==> src/core/pwm_meas_pkg.sv <==
// Package: register map, field layout and reset values of the gated pulse width counter
package pwm_meas_pkg;

  // ------------------------------------------------------------------
  // Bus geometry
  // ------------------------------------------------------------------
  localparam int ADDR_W = 5;
  localparam int DATA_W = 32;

  // ------------------------------------------------------------------
  // Register byte offsets
  // ------------------------------------------------------------------
  localparam logic [ADDR_W-1:0] OFF_TIMER_CTRL_REG_A    = 5'h00;
  localparam logic [ADDR_W-1:0] OFF_TIMER_CTRL_REG_B    = 5'h04;
  localparam logic [ADDR_W-1:0] OFF_COUNT_VALUE_REG     = 5'h08;
  localparam logic [ADDR_W-1:0] OFF_TIMER_STATUS_REG    = 5'h0c;
  localparam logic [ADDR_W-1:0] OFF_IRQ_STATUS_REG      = 5'h10;
  localparam logic [ADDR_W-1:0] OFF_IRQ_MASK_REG        = 5'h14;

  // ------------------------------------------------------------------
  // Field positions
  // ------------------------------------------------------------------
  localparam int CA_RUN_LSB    = 0;  // run_stop_ctrl, 2 bits
  localparam int CA_CLEAR_BIT  = 2;  // counter_clear_ctrl, write one, reads zero
  localparam int CA_SRC_LSB    = 3;  // source_clock_select, 3 bits
  localparam int CB_DUAL_BIT   = 0;  // dual_edge_count_select
  localparam int CB_EDGE_BIT   = 1;  // irq_edge_select: 0 falling, 1 both
  localparam int ST_OVF_BIT    = 0;  // overflow_flag
  localparam int ST_PIN_BIT    = 1;  // synchronised measured input level
  localparam int ST_RUN_BIT    = 2;  // counter running
  localparam int IRQ_TMR_BIT   = 0;  // timer_irq event (pending timer latch)
  localparam int IRQ_OVF_BIT   = 1;  // wrap-around event
  localparam int IRQ_W         = 2;

  // ------------------------------------------------------------------
  // Codes and reset values
  // ------------------------------------------------------------------
  localparam logic [1:0] RUN_STOP  = 2'h0;
  localparam logic [1:0] RUN_START = 2'h2;
  localparam logic [1:0] RUN_RST   = 2'h0;
  localparam logic [2:0] SRC_RST   = 3'h0;
  localparam logic       DUAL_RST  = 1'b0;
  localparam logic       EDGE_RST  = 1'b0;
  localparam logic [IRQ_W-1:0] IRQ_STAT_RST = 2'h0;
  localparam logic [IRQ_W-1:0] IRQ_MASK_RST = 2'h0;

endpackage

==> src/core/gated_pulse_width_counter.sv <==
// Gated pulse width counter with Avalon-MM register slave and masked interrupt
//
// Function
// [RULE1] Counter advances on each falling edge of measured input ANDed with source clock.
// [RULE2] Software selects an internal source and keeps dual-edge counting at zero.
// [RULE3] Interrupt on measured input falling edge, or both edges when selected.
// [RULE4] Software reads count while input low, then clears it, usually in handler.
// [RULE5] Without a clear, the next high period resumes from the held count.
// [RULE6] Wrap from all ones to zero sets the overflow flag.
// [RULE7] Overflow flag holds until software clears the counter.
// [RULE8] Writing stop code while input high raises a timer interrupt.
// [RULE9] Software masks interrupts around a stop and clears the pending latch.
// [RULE10] Start with both-edge interrupts and input high raises an interrupt at once.
// [RULE11] Input falling while source clock high yields one extra count.
// [RULE12] Counter clear resets the count to zero.
`timescale 1ns/1ps

module gated_pulse_width_counter
  import pwm_meas_pkg::*;
#(
  parameter int CNT_W   = 18,
  parameter int PRESC_W = 8
)
(
  input  wire logic              sys_clk,
  input  wire logic              rst,
  input  wire logic [ADDR_W-1:0] avs_address,
  input  wire logic              avs_read,
  input  wire logic              avs_write,
  input  wire logic [DATA_W-1:0] avs_writedata,
  output logic      [DATA_W-1:0] avs_readdata,
  output logic                   avs_waitrequest,
  input  wire logic              measured_input_pin,
  output logic                   timer_irq
);

  localparam logic [CNT_W-1:0]   CNT_ONE   = CNT_W'(1);
  localparam logic [CNT_W-1:0]   CNT_MAX   = {CNT_W{1'b1}};
  localparam logic [PRESC_W-1:0] PRESC_ONE = PRESC_W'(1);

  // ------------------------------------------------------------------
  // Helpers
  // ------------------------------------------------------------------
  // Low address bits are ignored so any byte within a word hits it
  function automatic logic [ADDR_W-1:0] word_addr(input logic [ADDR_W-1:0] a);
    word_addr = {a[ADDR_W-1:2], 2'b00};
  endfunction

  // ------------------------------------------------------------------
  // Declarations
  // ------------------------------------------------------------------
  logic              ack_q,       ack_d;
  logic [DATA_W-1:0] readdata_q,  readdata_d;
  logic [1:0]        run_q,       run_d;
  logic [2:0]        src_sel_q,   src_sel_d;
  logic              dual_q,      dual_d;
  logic              edge_q,      edge_d;
  logic [IRQ_W-1:0]  irq_stat_q,  irq_stat_d;
  logic [IRQ_W-1:0]  irq_mask_q,  irq_mask_d;
  logic              irq_q,       irq_d;
  logic              meas_s1_q,   meas_s2_q,  meas_s3_q;
  logic [PRESC_W-1:0] presc_q,    presc_d;
  logic              and_q,       and_d;
  logic [CNT_W-1:0]  count_q,     count_d;
  logic              ovf_q,       ovf_d;

  logic              req;
  logic              wr_take;
  logic [ADDR_W-1:0] waddr;
  logic              wr_ctrl_a;
  logic              clr_pulse;
  logic              start_wr;
  logic              stop_wr;
  logic              running;
  logic              src_clk;
  logic              and_now;
  logic              inc;
  logic              wrap;
  logic              meas_rise;
  logic              meas_fall;
  logic              tmr_evt;
  logic [IRQ_W-1:0]  w1c;

  // ------------------------------------------------------------------
  // Avalon-MM slave
  // ------------------------------------------------------------------
  // One wait cycle per access: read data is registered from the first
  // cycle, so it stands at the edge where waitrequest is low.
  assign req             = avs_read | avs_write;
  assign avs_waitrequest = req & ~ack_q;
  assign avs_readdata    = readdata_q;
  assign wr_take         = avs_write & ack_q;
  assign waddr           = word_addr(avs_address);
  assign wr_ctrl_a       = wr_take & (waddr == OFF_TIMER_CTRL_REG_A);
  assign clr_pulse       = wr_ctrl_a & avs_writedata[CA_CLEAR_BIT];
  assign start_wr        = wr_ctrl_a & (avs_writedata[CA_RUN_LSB +: 2] == RUN_START);
  assign stop_wr         = wr_ctrl_a & (avs_writedata[CA_RUN_LSB +: 2] == RUN_STOP);

  always_comb
  begin
    ack_d      = req & ~ack_q;
    readdata_d = readdata_q;
    run_d      = run_q;
    src_sel_d  = src_sel_q;
    dual_d     = dual_q;
    edge_d     = edge_q;
    irq_mask_d = irq_mask_q;
    w1c        = '0;
    if (avs_read && !ack_q)
    begin
      readdata_d = '0;
      case (waddr)
        OFF_TIMER_CTRL_REG_A:
        begin
          readdata_d[CA_RUN_LSB +: 2] = run_q;
          readdata_d[CA_SRC_LSB +: 3] = src_sel_q;
        end
        OFF_TIMER_CTRL_REG_B:
        begin
          readdata_d[CB_DUAL_BIT] = dual_q;
          readdata_d[CB_EDGE_BIT] = edge_q;
        end
        OFF_COUNT_VALUE_REG:
        begin
          readdata_d[CNT_W-1:0] = count_q;
        end
        OFF_TIMER_STATUS_REG:
        begin
          readdata_d[ST_OVF_BIT] = ovf_q;
          readdata_d[ST_PIN_BIT] = meas_s2_q;
          readdata_d[ST_RUN_BIT] = running;
        end
        OFF_IRQ_STATUS_REG:
        begin
          readdata_d[IRQ_W-1:0] = irq_stat_q;
        end
        OFF_IRQ_MASK_REG:
        begin
          readdata_d[IRQ_W-1:0] = irq_mask_q;
        end
        default:
        begin
          readdata_d = '0;
        end
      endcase
    end
    if (wr_take)
    begin
      case (waddr)
        OFF_TIMER_CTRL_REG_A:
        begin
          run_d     = avs_writedata[CA_RUN_LSB +: 2];
          src_sel_d = avs_writedata[CA_SRC_LSB +: 3];
        end
        OFF_TIMER_CTRL_REG_B:
        begin
          dual_d = avs_writedata[CB_DUAL_BIT];
          edge_d = avs_writedata[CB_EDGE_BIT];
        end
        OFF_IRQ_STATUS_REG:
        begin
          w1c = avs_writedata[IRQ_W-1:0];
        end
        OFF_IRQ_MASK_REG:
        begin
          irq_mask_d = avs_writedata[IRQ_W-1:0];
        end
        default:
        begin
          w1c = '0;
        end
      endcase
    end
  end

  always_ff @(posedge sys_clk)
  begin
    if (rst)
    begin
      ack_q      <= 1'b0;
      readdata_q <= '0;
      run_q      <= RUN_RST;
      src_sel_q  <= SRC_RST;
      dual_q     <= DUAL_RST;
      edge_q     <= EDGE_RST;
      irq_mask_q <= IRQ_MASK_RST;
    end
    else
    begin
      ack_q      <= ack_d;
      readdata_q <= readdata_d;
      run_q      <= run_d;
      src_sel_q  <= src_sel_d;
      dual_q     <= dual_d;
      edge_q     <= edge_d;
      irq_mask_q <= irq_mask_d;
    end
  end

  // ------------------------------------------------------------------
  // Pin synchroniser
  // ------------------------------------------------------------------
  // Stage one feeds stage two only; the third stage is for edge detect
  always_ff @(posedge sys_clk)
  begin
    if (rst)
    begin
      meas_s1_q <= 1'b0;
      meas_s2_q <= 1'b0;
      meas_s3_q <= 1'b0;
    end
    else
    begin
      meas_s1_q <= measured_input_pin;
      meas_s2_q <= meas_s1_q;
      meas_s3_q <= meas_s2_q;
    end
  end

  // ------------------------------------------------------------------
  // Gated counter
  // ------------------------------------------------------------------
  // Source clock is a prescaler tap; tap n divides sys_clk by 2^(n+1).
  // Dual-edge counting is stored only: this mode counts falling edges.
  assign running   = (run_q == RUN_START);
  assign src_clk   = presc_q[src_sel_q];
  assign and_now   = meas_s2_q & src_clk;
  assign inc       = running & and_q & ~and_now;                  // [RULE1] [RULE11]
  assign wrap      = inc & (count_q == CNT_MAX);                  // [RULE6]
  assign meas_rise = meas_s2_q & ~meas_s3_q;
  assign meas_fall = ~meas_s2_q & meas_s3_q;

  always_comb
  begin
    presc_d = presc_q + PRESC_ONE;
    and_d   = and_now;
    count_d = count_q;                                            // [RULE5]
    if (clr_pulse)
    begin
      count_d = '0;                                               // [RULE12]
    end
    else if (inc)
    begin
      count_d = count_q + CNT_ONE;                                // [RULE1]
    end
    // A wrap in the clearing cycle still leaves the flag set
    ovf_d = wrap | (ovf_q & ~clr_pulse);                          // [RULE6] [RULE7]
  end

  always_ff @(posedge sys_clk)
  begin
    if (rst)
    begin
      presc_q <= '0;
      and_q   <= 1'b0;
      count_q <= '0;
      ovf_q   <= 1'b0;
    end
    else
    begin
      presc_q <= presc_d;
      and_q   <= and_d;
      count_q <= count_d;
      ovf_q   <= ovf_d;
    end
  end

  // ------------------------------------------------------------------
  // Interrupt status and mask
  // ------------------------------------------------------------------
  assign tmr_evt = (running & (meas_fall | (edge_q & meas_rise)))  // [RULE3]
                 | (stop_wr & meas_s2_q)                           // [RULE8]
                 | (start_wr & edge_q & meas_s2_q);                // [RULE10]

  always_comb
  begin
    irq_stat_d              = irq_stat_q & ~w1c;
    irq_stat_d[IRQ_TMR_BIT] = tmr_evt | irq_stat_d[IRQ_TMR_BIT];  // [RULE3]
    irq_stat_d[IRQ_OVF_BIT] = wrap | irq_stat_d[IRQ_OVF_BIT];
    irq_d                   = |(irq_stat_q & irq_mask_q);
  end

  always_ff @(posedge sys_clk)
  begin
    if (rst)
    begin
      irq_stat_q <= IRQ_STAT_RST;
      irq_q      <= 1'b0;
    end
    else
    begin
      irq_stat_q <= irq_stat_d;
      irq_q      <= irq_d;
    end
  end

  assign timer_irq = irq_q;
endmodule // gated_pulse_width_counter

==> config.mk <==
export PLATFORM = sky130hd
export DESIGN_NAME = gated_pulse_width_counter
export DESIGN_NICKNAME = d
export VERILOG_FILES = /design/src/core/pwm_meas_pkg.sv /design/src/core/gated_pulse_width_counter.sv
export SDC_FILE = /design/constraint.sdc
export NUM_CORES = 1
export LEC_CHECK = 0
export ABC_AREA = 1
export BUFFER_PORTS_ARGS = -buffer_cell sky130_fd_sc_hd__buf_2
export CORE_UTILIZATION = 35
export CTS_CLUSTER_DIAMETER = 200
export CTS_CLUSTER_SIZE = 12
export DETAILED_ROUTE_END_ITERATION = 7
export PLACE_DENSITY_LB_ADDON = 0.2
export SLEW_MARGIN = 20
export SYNTH_ARGS = -nofsm -noshare
export SYNTH_HDL_FRONTEND = slang
export SYNTH_SLANG_ARGS = --single-unit
export TNS_END_PERCENT = 100
==> constraint.sdc <==
create_clock -name sys_clk -period 3.4 [get_ports sys_clk]
set_clock_uncertainty 0.15 [all_clocks]
set_input_delay 0 -clock sys_clk [delete_from_list [all_inputs] [get_ports sys_clk]]
set_output_delay 0 -clock sys_clk [all_outputs]
set_load 0.05 [all_outputs]
-- After elaboration in Yosys (flattened, before gate mapping)
Cells that the tools add are included.
- input port bits: 42
- bits in registers: 62
- word-level logic and storage cells: 77
- output and inout bits: 34
- equal/unequal tests: 8
- magnitude comparators: 1
- mux-type cells: 8
- add/sub/neg operators: 2
- reductions and logical operators: 9
- bitwise gates (word level): 33
- operator list (operator ; count):
    18-bit by 1-bit adder with 18-bit output, second input constant ; 1
    1-bit AND ; 18
    18-bit == test, second input constant ; 1
    12-bit 2-to-1 mux ; 1
    2-bit one-hot mux with 6 select lines ; 1
    8-bit by 1-bit adder with 8-bit output, second input constant ; 1
    1-bit OR ; 7
    3-bit by 2-bit == test with 1-bit output, second input constant ; 2
    3-bit == test, second input constant ; 2
    3-bit one-hot mux with 2 select lines ; 1
    2-bit AND reduction ; 3
    5-bit zero test ; 1
    1-bit inverter ; 5
    2-bit AND ; 2
    2-bit == test, second input constant ; 2
    3-bit by 4-bit < comparator with 1-bit output, second input constant ; 1
    2-bit 2-to-1 mux ; 2
    2-bit OR reduction ; 2
    1-bit binary-select mux with 3-bit select ; 1
    3-bit by 1-bit == test with 1-bit output, second input constant ; 1
    2-bit zero test ; 1
    2-bit inverter ; 1
    1-bit one-hot mux with 2 select lines ; 1
    1-bit logical AND ; 1
    2 further kinds ; 2

-- Logic depth before layout (Yosys ltp)
- depth after elaboration: 8
- depth in mapped cells: 10
- depth with buffers taken out: 10

-- Worst setup path after synthesis
OpenSTA, ideal clock, no wires.
- path kind: register to register
- start: reg count_q[0]
- end: reg count_q[10]
- path slack: 1.802 ns
- clock period less this slack: 1.598 ns
- stages on the path, launching flop included: 10
- setup time: 0.116 ns
- data arrival time: 1.332 ns
- cells stage by stage: dfxtp_1 ha_1 nand3_1 nor2_2 nand2_1 nand2_1 nand2_1 nand3b_1 nand2_1 nor2_1
- word-level cells in the longest chain between the ends: 1
- RTL lines (what ; RTL line ; RTL):
    start: declaration ; gated_pulse_width_counter.sv:64 ; logic [CNT_W-1:0] count_q, count_d;
    start signal: assignment ; gated_pulse_width_counter.sv:263 ; count_q <= count_d;
    18-bit by 1-bit adder with 18-bit output ; gated_pulse_width_counter.sv:244 ; count_d = count_q + CNT_ONE;
Every way passes these cells.
A chain may end at the register's enable or synchronous reset.

-- Worst setup path in the final report
- start: reg count_q[0]
- end: reg irq_stat_q[1]
- word-level cells in the longest chain between the ends: 3
- RTL lines (what ; RTL line ; RTL):
    18-bit == test ; gated_pulse_width_counter.sv:229 ; assign wrap = inc & (count_q == CNT_MAX);
    1-bit AND ; gated_pulse_width_counter.sv:229 ;
    1-bit OR ; gated_pulse_width_counter.sv:279 ; irq_stat_d[IRQ_OVF_BIT] = wrap | irq_stat_d[IRQ_OVF_BIT];
    end signal: assignment ; gated_pulse_width_counter.sv:292 ; irq_stat_q <= irq_stat_d;
    end: declaration ; gated_pulse_width_counter.sv:58 ; logic [IRQ_W-1:0] irq_stat_q, irq_stat_d;
Every way passes these cells.

==> flow_summary_export.csv <==
group,metric,value,unit
outcome,status,"complete, no violations",
floorplan,core_area,8760,sq um
global_routing,use_met2,0.281,
critical_path,cp.required,3.53,ns
placed_design,gp_congestion,0.857,
critical_path,start_kind,"register",
timing,drv_slew,0,
synth,synthTopCellsByArea,"dfxtp_1 39%, nand2_1 9.7%, nor2_1 8.5%, inv_1 5.7%, nand3_1 4.6%",
pwr,p_total,1470,uW
critical_path,path_delay_family,"simple AND/OR/NAND/NOR gates",
floorplan,initial_utilization,0.363,
cts,clk_pin_slew,0.07,ns
detailed_routing,drt_wl_total,7670,microns
floorplan,die_w,97.3,microns
detailed_routing,num_vias,2955,
timing,tightest_slew,0.763,ns
floorplan,die-area,9480,sq um
synth,synth.avg_cell_area,7.05,sq um
cts,cts_buffers,9,
timing,max_freq,503,MHz
critical_path,cp_cell_sequence,"ha_1 > nand3_1 > nor2_2 > nand2_1 > nor3_1 > nand4_1 > o21ai_1",
timing,period_share,0.585,
critical_path,cp.arrival,2.12,ns
cts,clockRootBuffer,"clkbuf_8",
synth,synth_area,3180,sq um
final_layout,area_growth,15.2,%
critical_path,end_kind,"register",
final_layout,final_layout_size_suffix_gt1_frac,0.154,
global_routing,globalRoute.busiestLayer,"met2",
global_routing,grt_use_met3,0.0367,
global_routing,met1_usage,0.225,
placed_design,dp.final_hpwl,5390,microns
detailed_routing,drt-wirelength-per-cell,12.6,microns
global_routing,grt.total_usage,0.173,
floorplan,ios,76,
cts,h-tree-depth,3,
global_routing,grt_first_pass_wirelength,13200,microns
timing,setup_viol,0,
pwr,p_per_area,401,nW/um^2
synth,synth_cell_types,39,
critical_path,r2r.worst_path.cells,7,
pwr,peakVddDrop,147,uV
synth,synth-seq-cells,62,
cts,tritoncts,"built",
detailed_routing,first_pass_iters,4,
global_routing,gr-total-overflow,0,
global_routing,grt_antenna_before_repair,0,
timing,rsz0062_at_grt,"no",
synth,synth_top_area_share,0.390,
floorplan,num_rows,34,
detailed_routing,drt_iter0_drc,133,
worst_hold_path,holdPathStages,5,
global_routing,grt_max_degree,30,
timing,maxSlewHeadroom,0.490,
placed_design,port_buffers,33,
flow_run,drv_cap,0,
floorplan,die_h,97.3,microns
timing,period_needed,1.99,ns
synth,syn_inst,451,
cts,cts_buffer_depth,2,
final_layout,fill_cells,936,
detailed_routing,drc,0,
worst_hold_path,min_path_type,"in2reg",
cts,ctsResizeCount,0,
detailed_routing,ant_nets,0,
final_layout,finalNetCount,540,
critical_path,slowest_stage,"dfxtp_1",
timing,setup_tns,0,ns
critical_path,crit_path_max_fanout,8,
synth,synth_warnings,0,
final_layout,final_util,0.418,
critical_path,worst-path-stages,7,
global_routing,first_global_vias,2750,
cts,worstSkewPairLatency,0.35,ns
timing,hold_viol,0,
critical_path,max_stage_delay,0.52,ns
synth,seq_area_frac_synth,0.390,
final_layout,diodes,0,
synth,yosysTopAreaCell,"dfxtp_1",
pwr,p_leak,0.00146,uW
critical_path,cp_num_buf_inv,0,
cts,cts.sinks,62,
critical_path,path_class,"reg2reg",
detailed_routing,routed_via_density,4.85,
repair_timing:
item	in CTS	in global routing
buffers inserted	0	0
hold buffers	14	0
endpoints found under the hold margin	32	0
logic make-up after synthesis:
logic type                 Yosys count  synth area share
and+or+nand+nor                    228             0.327
adders and majority gates            2           0.00786
DFF                                 62             0.390
buffers and inverters               83             0.127
other                                1           0.00118
AOI/OAI and AO/OA                   67             0.125
xor gates and xnor gates             8            0.0220
through the flow:
step	hold slack (ns)	worst slack (ns)	area (sq um)	cells
after global routing	0.104	1.20	3660	609
final	0.0702	1.41	3660	609
after detailed placement	0.0626	1.42	3350	579
after floorplan	-0.0430	1.80	3230	464
after global placement	0.0645	1.45	3350	579
after CTS	0.0569	1.39	3660	609
registers in the layout, indices dropped and copies added, names as in the netlist, 2 cells and up:
register      count
count_q          18
irq_mask_q        2
src_sel_q         3
irq_stat_q        2
avs_readdata     18
presc_q           8
run_q             2
power by group:
part	switching (uW)	internal, uW	leakage, uW	total (uW)
combinational	104	36.3	0.000865	140
sequential	7.02	736	0.000501	743
clock	301	284	0.0000893	585
total	412	1060	0.00146	1470
routing by layer:
layer	wire (microns)	part of all wire	vias up
li1	-	-	1523
met1	3800	0.50	1379
met2	3520	0.46	45
met3	247	0.032	8
met4	99	0.013	0
met5	0	0	-
synth_stat cells, drive strengths merged:
| master | count |
|---|---|
| inv | 55 |
| dfxtp | 62 |
| a22oi | 11 |
| nor4 | 1 |
| o221a | 1 |
| nand3 | 32 |
| buf | 26 |
| xnor2 | 3 |
| o221ai | 1 |
| nand4 | 9 |
| clkbuf | 1 |
| xor2 | 5 |
| clkinv | 1 |
| ha | 2 |
| o21ai | 23 |
| nor3 | 8 |
| or2 | 1 |
| o2111ai | 1 |
| conb | 1 |
| a31oi | 2 |
| a21oi | 22 |
| nor2 | 86 |
| nand3b | 7 |
| nand2 | 84 |
| o22ai | 6 |
layout make-up:
class | count | area (sq um) | share of cell area
Tap cell | 108 | 135 | 0.0369
Multi-Input combinational cell | 319 | 1590 | 0.433
Clock buffer | 11 | 141 | 0.0386
Timing Repair Buffer | 48 | 313 | 0.0854
Sequential cell | 62 | 1240 | 0.339
Clock inverter | 5 | 35.0 | 0.00956
Inverter | 56 | 213 | 0.0580
worst register-to-register path: cells and delay by family, from the launching register on:
family / cells / cell delay (ns)
adder cells (fa/ha/maj): 1 / 0.27
AND/OR/NAND/NOR: 5 / 0.86
flip-flops: 1 / 0.52
AO/OA/AOI/OAI: 1 / 0.12
layout by cell type (no fill, tap or decap), types with 11 or more instances in the layout:
cell / Yosys / layout
a21oi_1: 21 / 21
a22oi_1: 11 / 11
buf_2: 7 / 33
conb_1: 1 / 14
dfxtp_1: 62 / 62
dlygate4sd3_1: 0 / 14
inv_1: 48 / 48
nand2_1: 82 / 82
nand3_1: 29 / 29
nor2_1: 72 / 72
nor2_2: 13 / 13
o21ai_0: 16 / 16
path summary, 6_finish.rpt:
| kind | from | to | slack [ns] |
|---|---|---|---|
| min reg2reg | meas_s1_q$_SDFF_PP0_ | meas_s2_q$_SDFF_PP0_ | 0.28 |
| max | count_q[0]$_SDFFE_PP0P_ | irq_stat_q[1]$_SDFF_PP0_ | 1.41 |
| max reg2reg | count_q[0]$_SDFFE_PP0P_ | irq_stat_q[1]$_SDFF_PP0_ | 1.41 |
| min | avs_write | irq_mask_q[0]$_SDFFE_PP0P_ | 0.07 |
(Power assumes the default switching activity.)
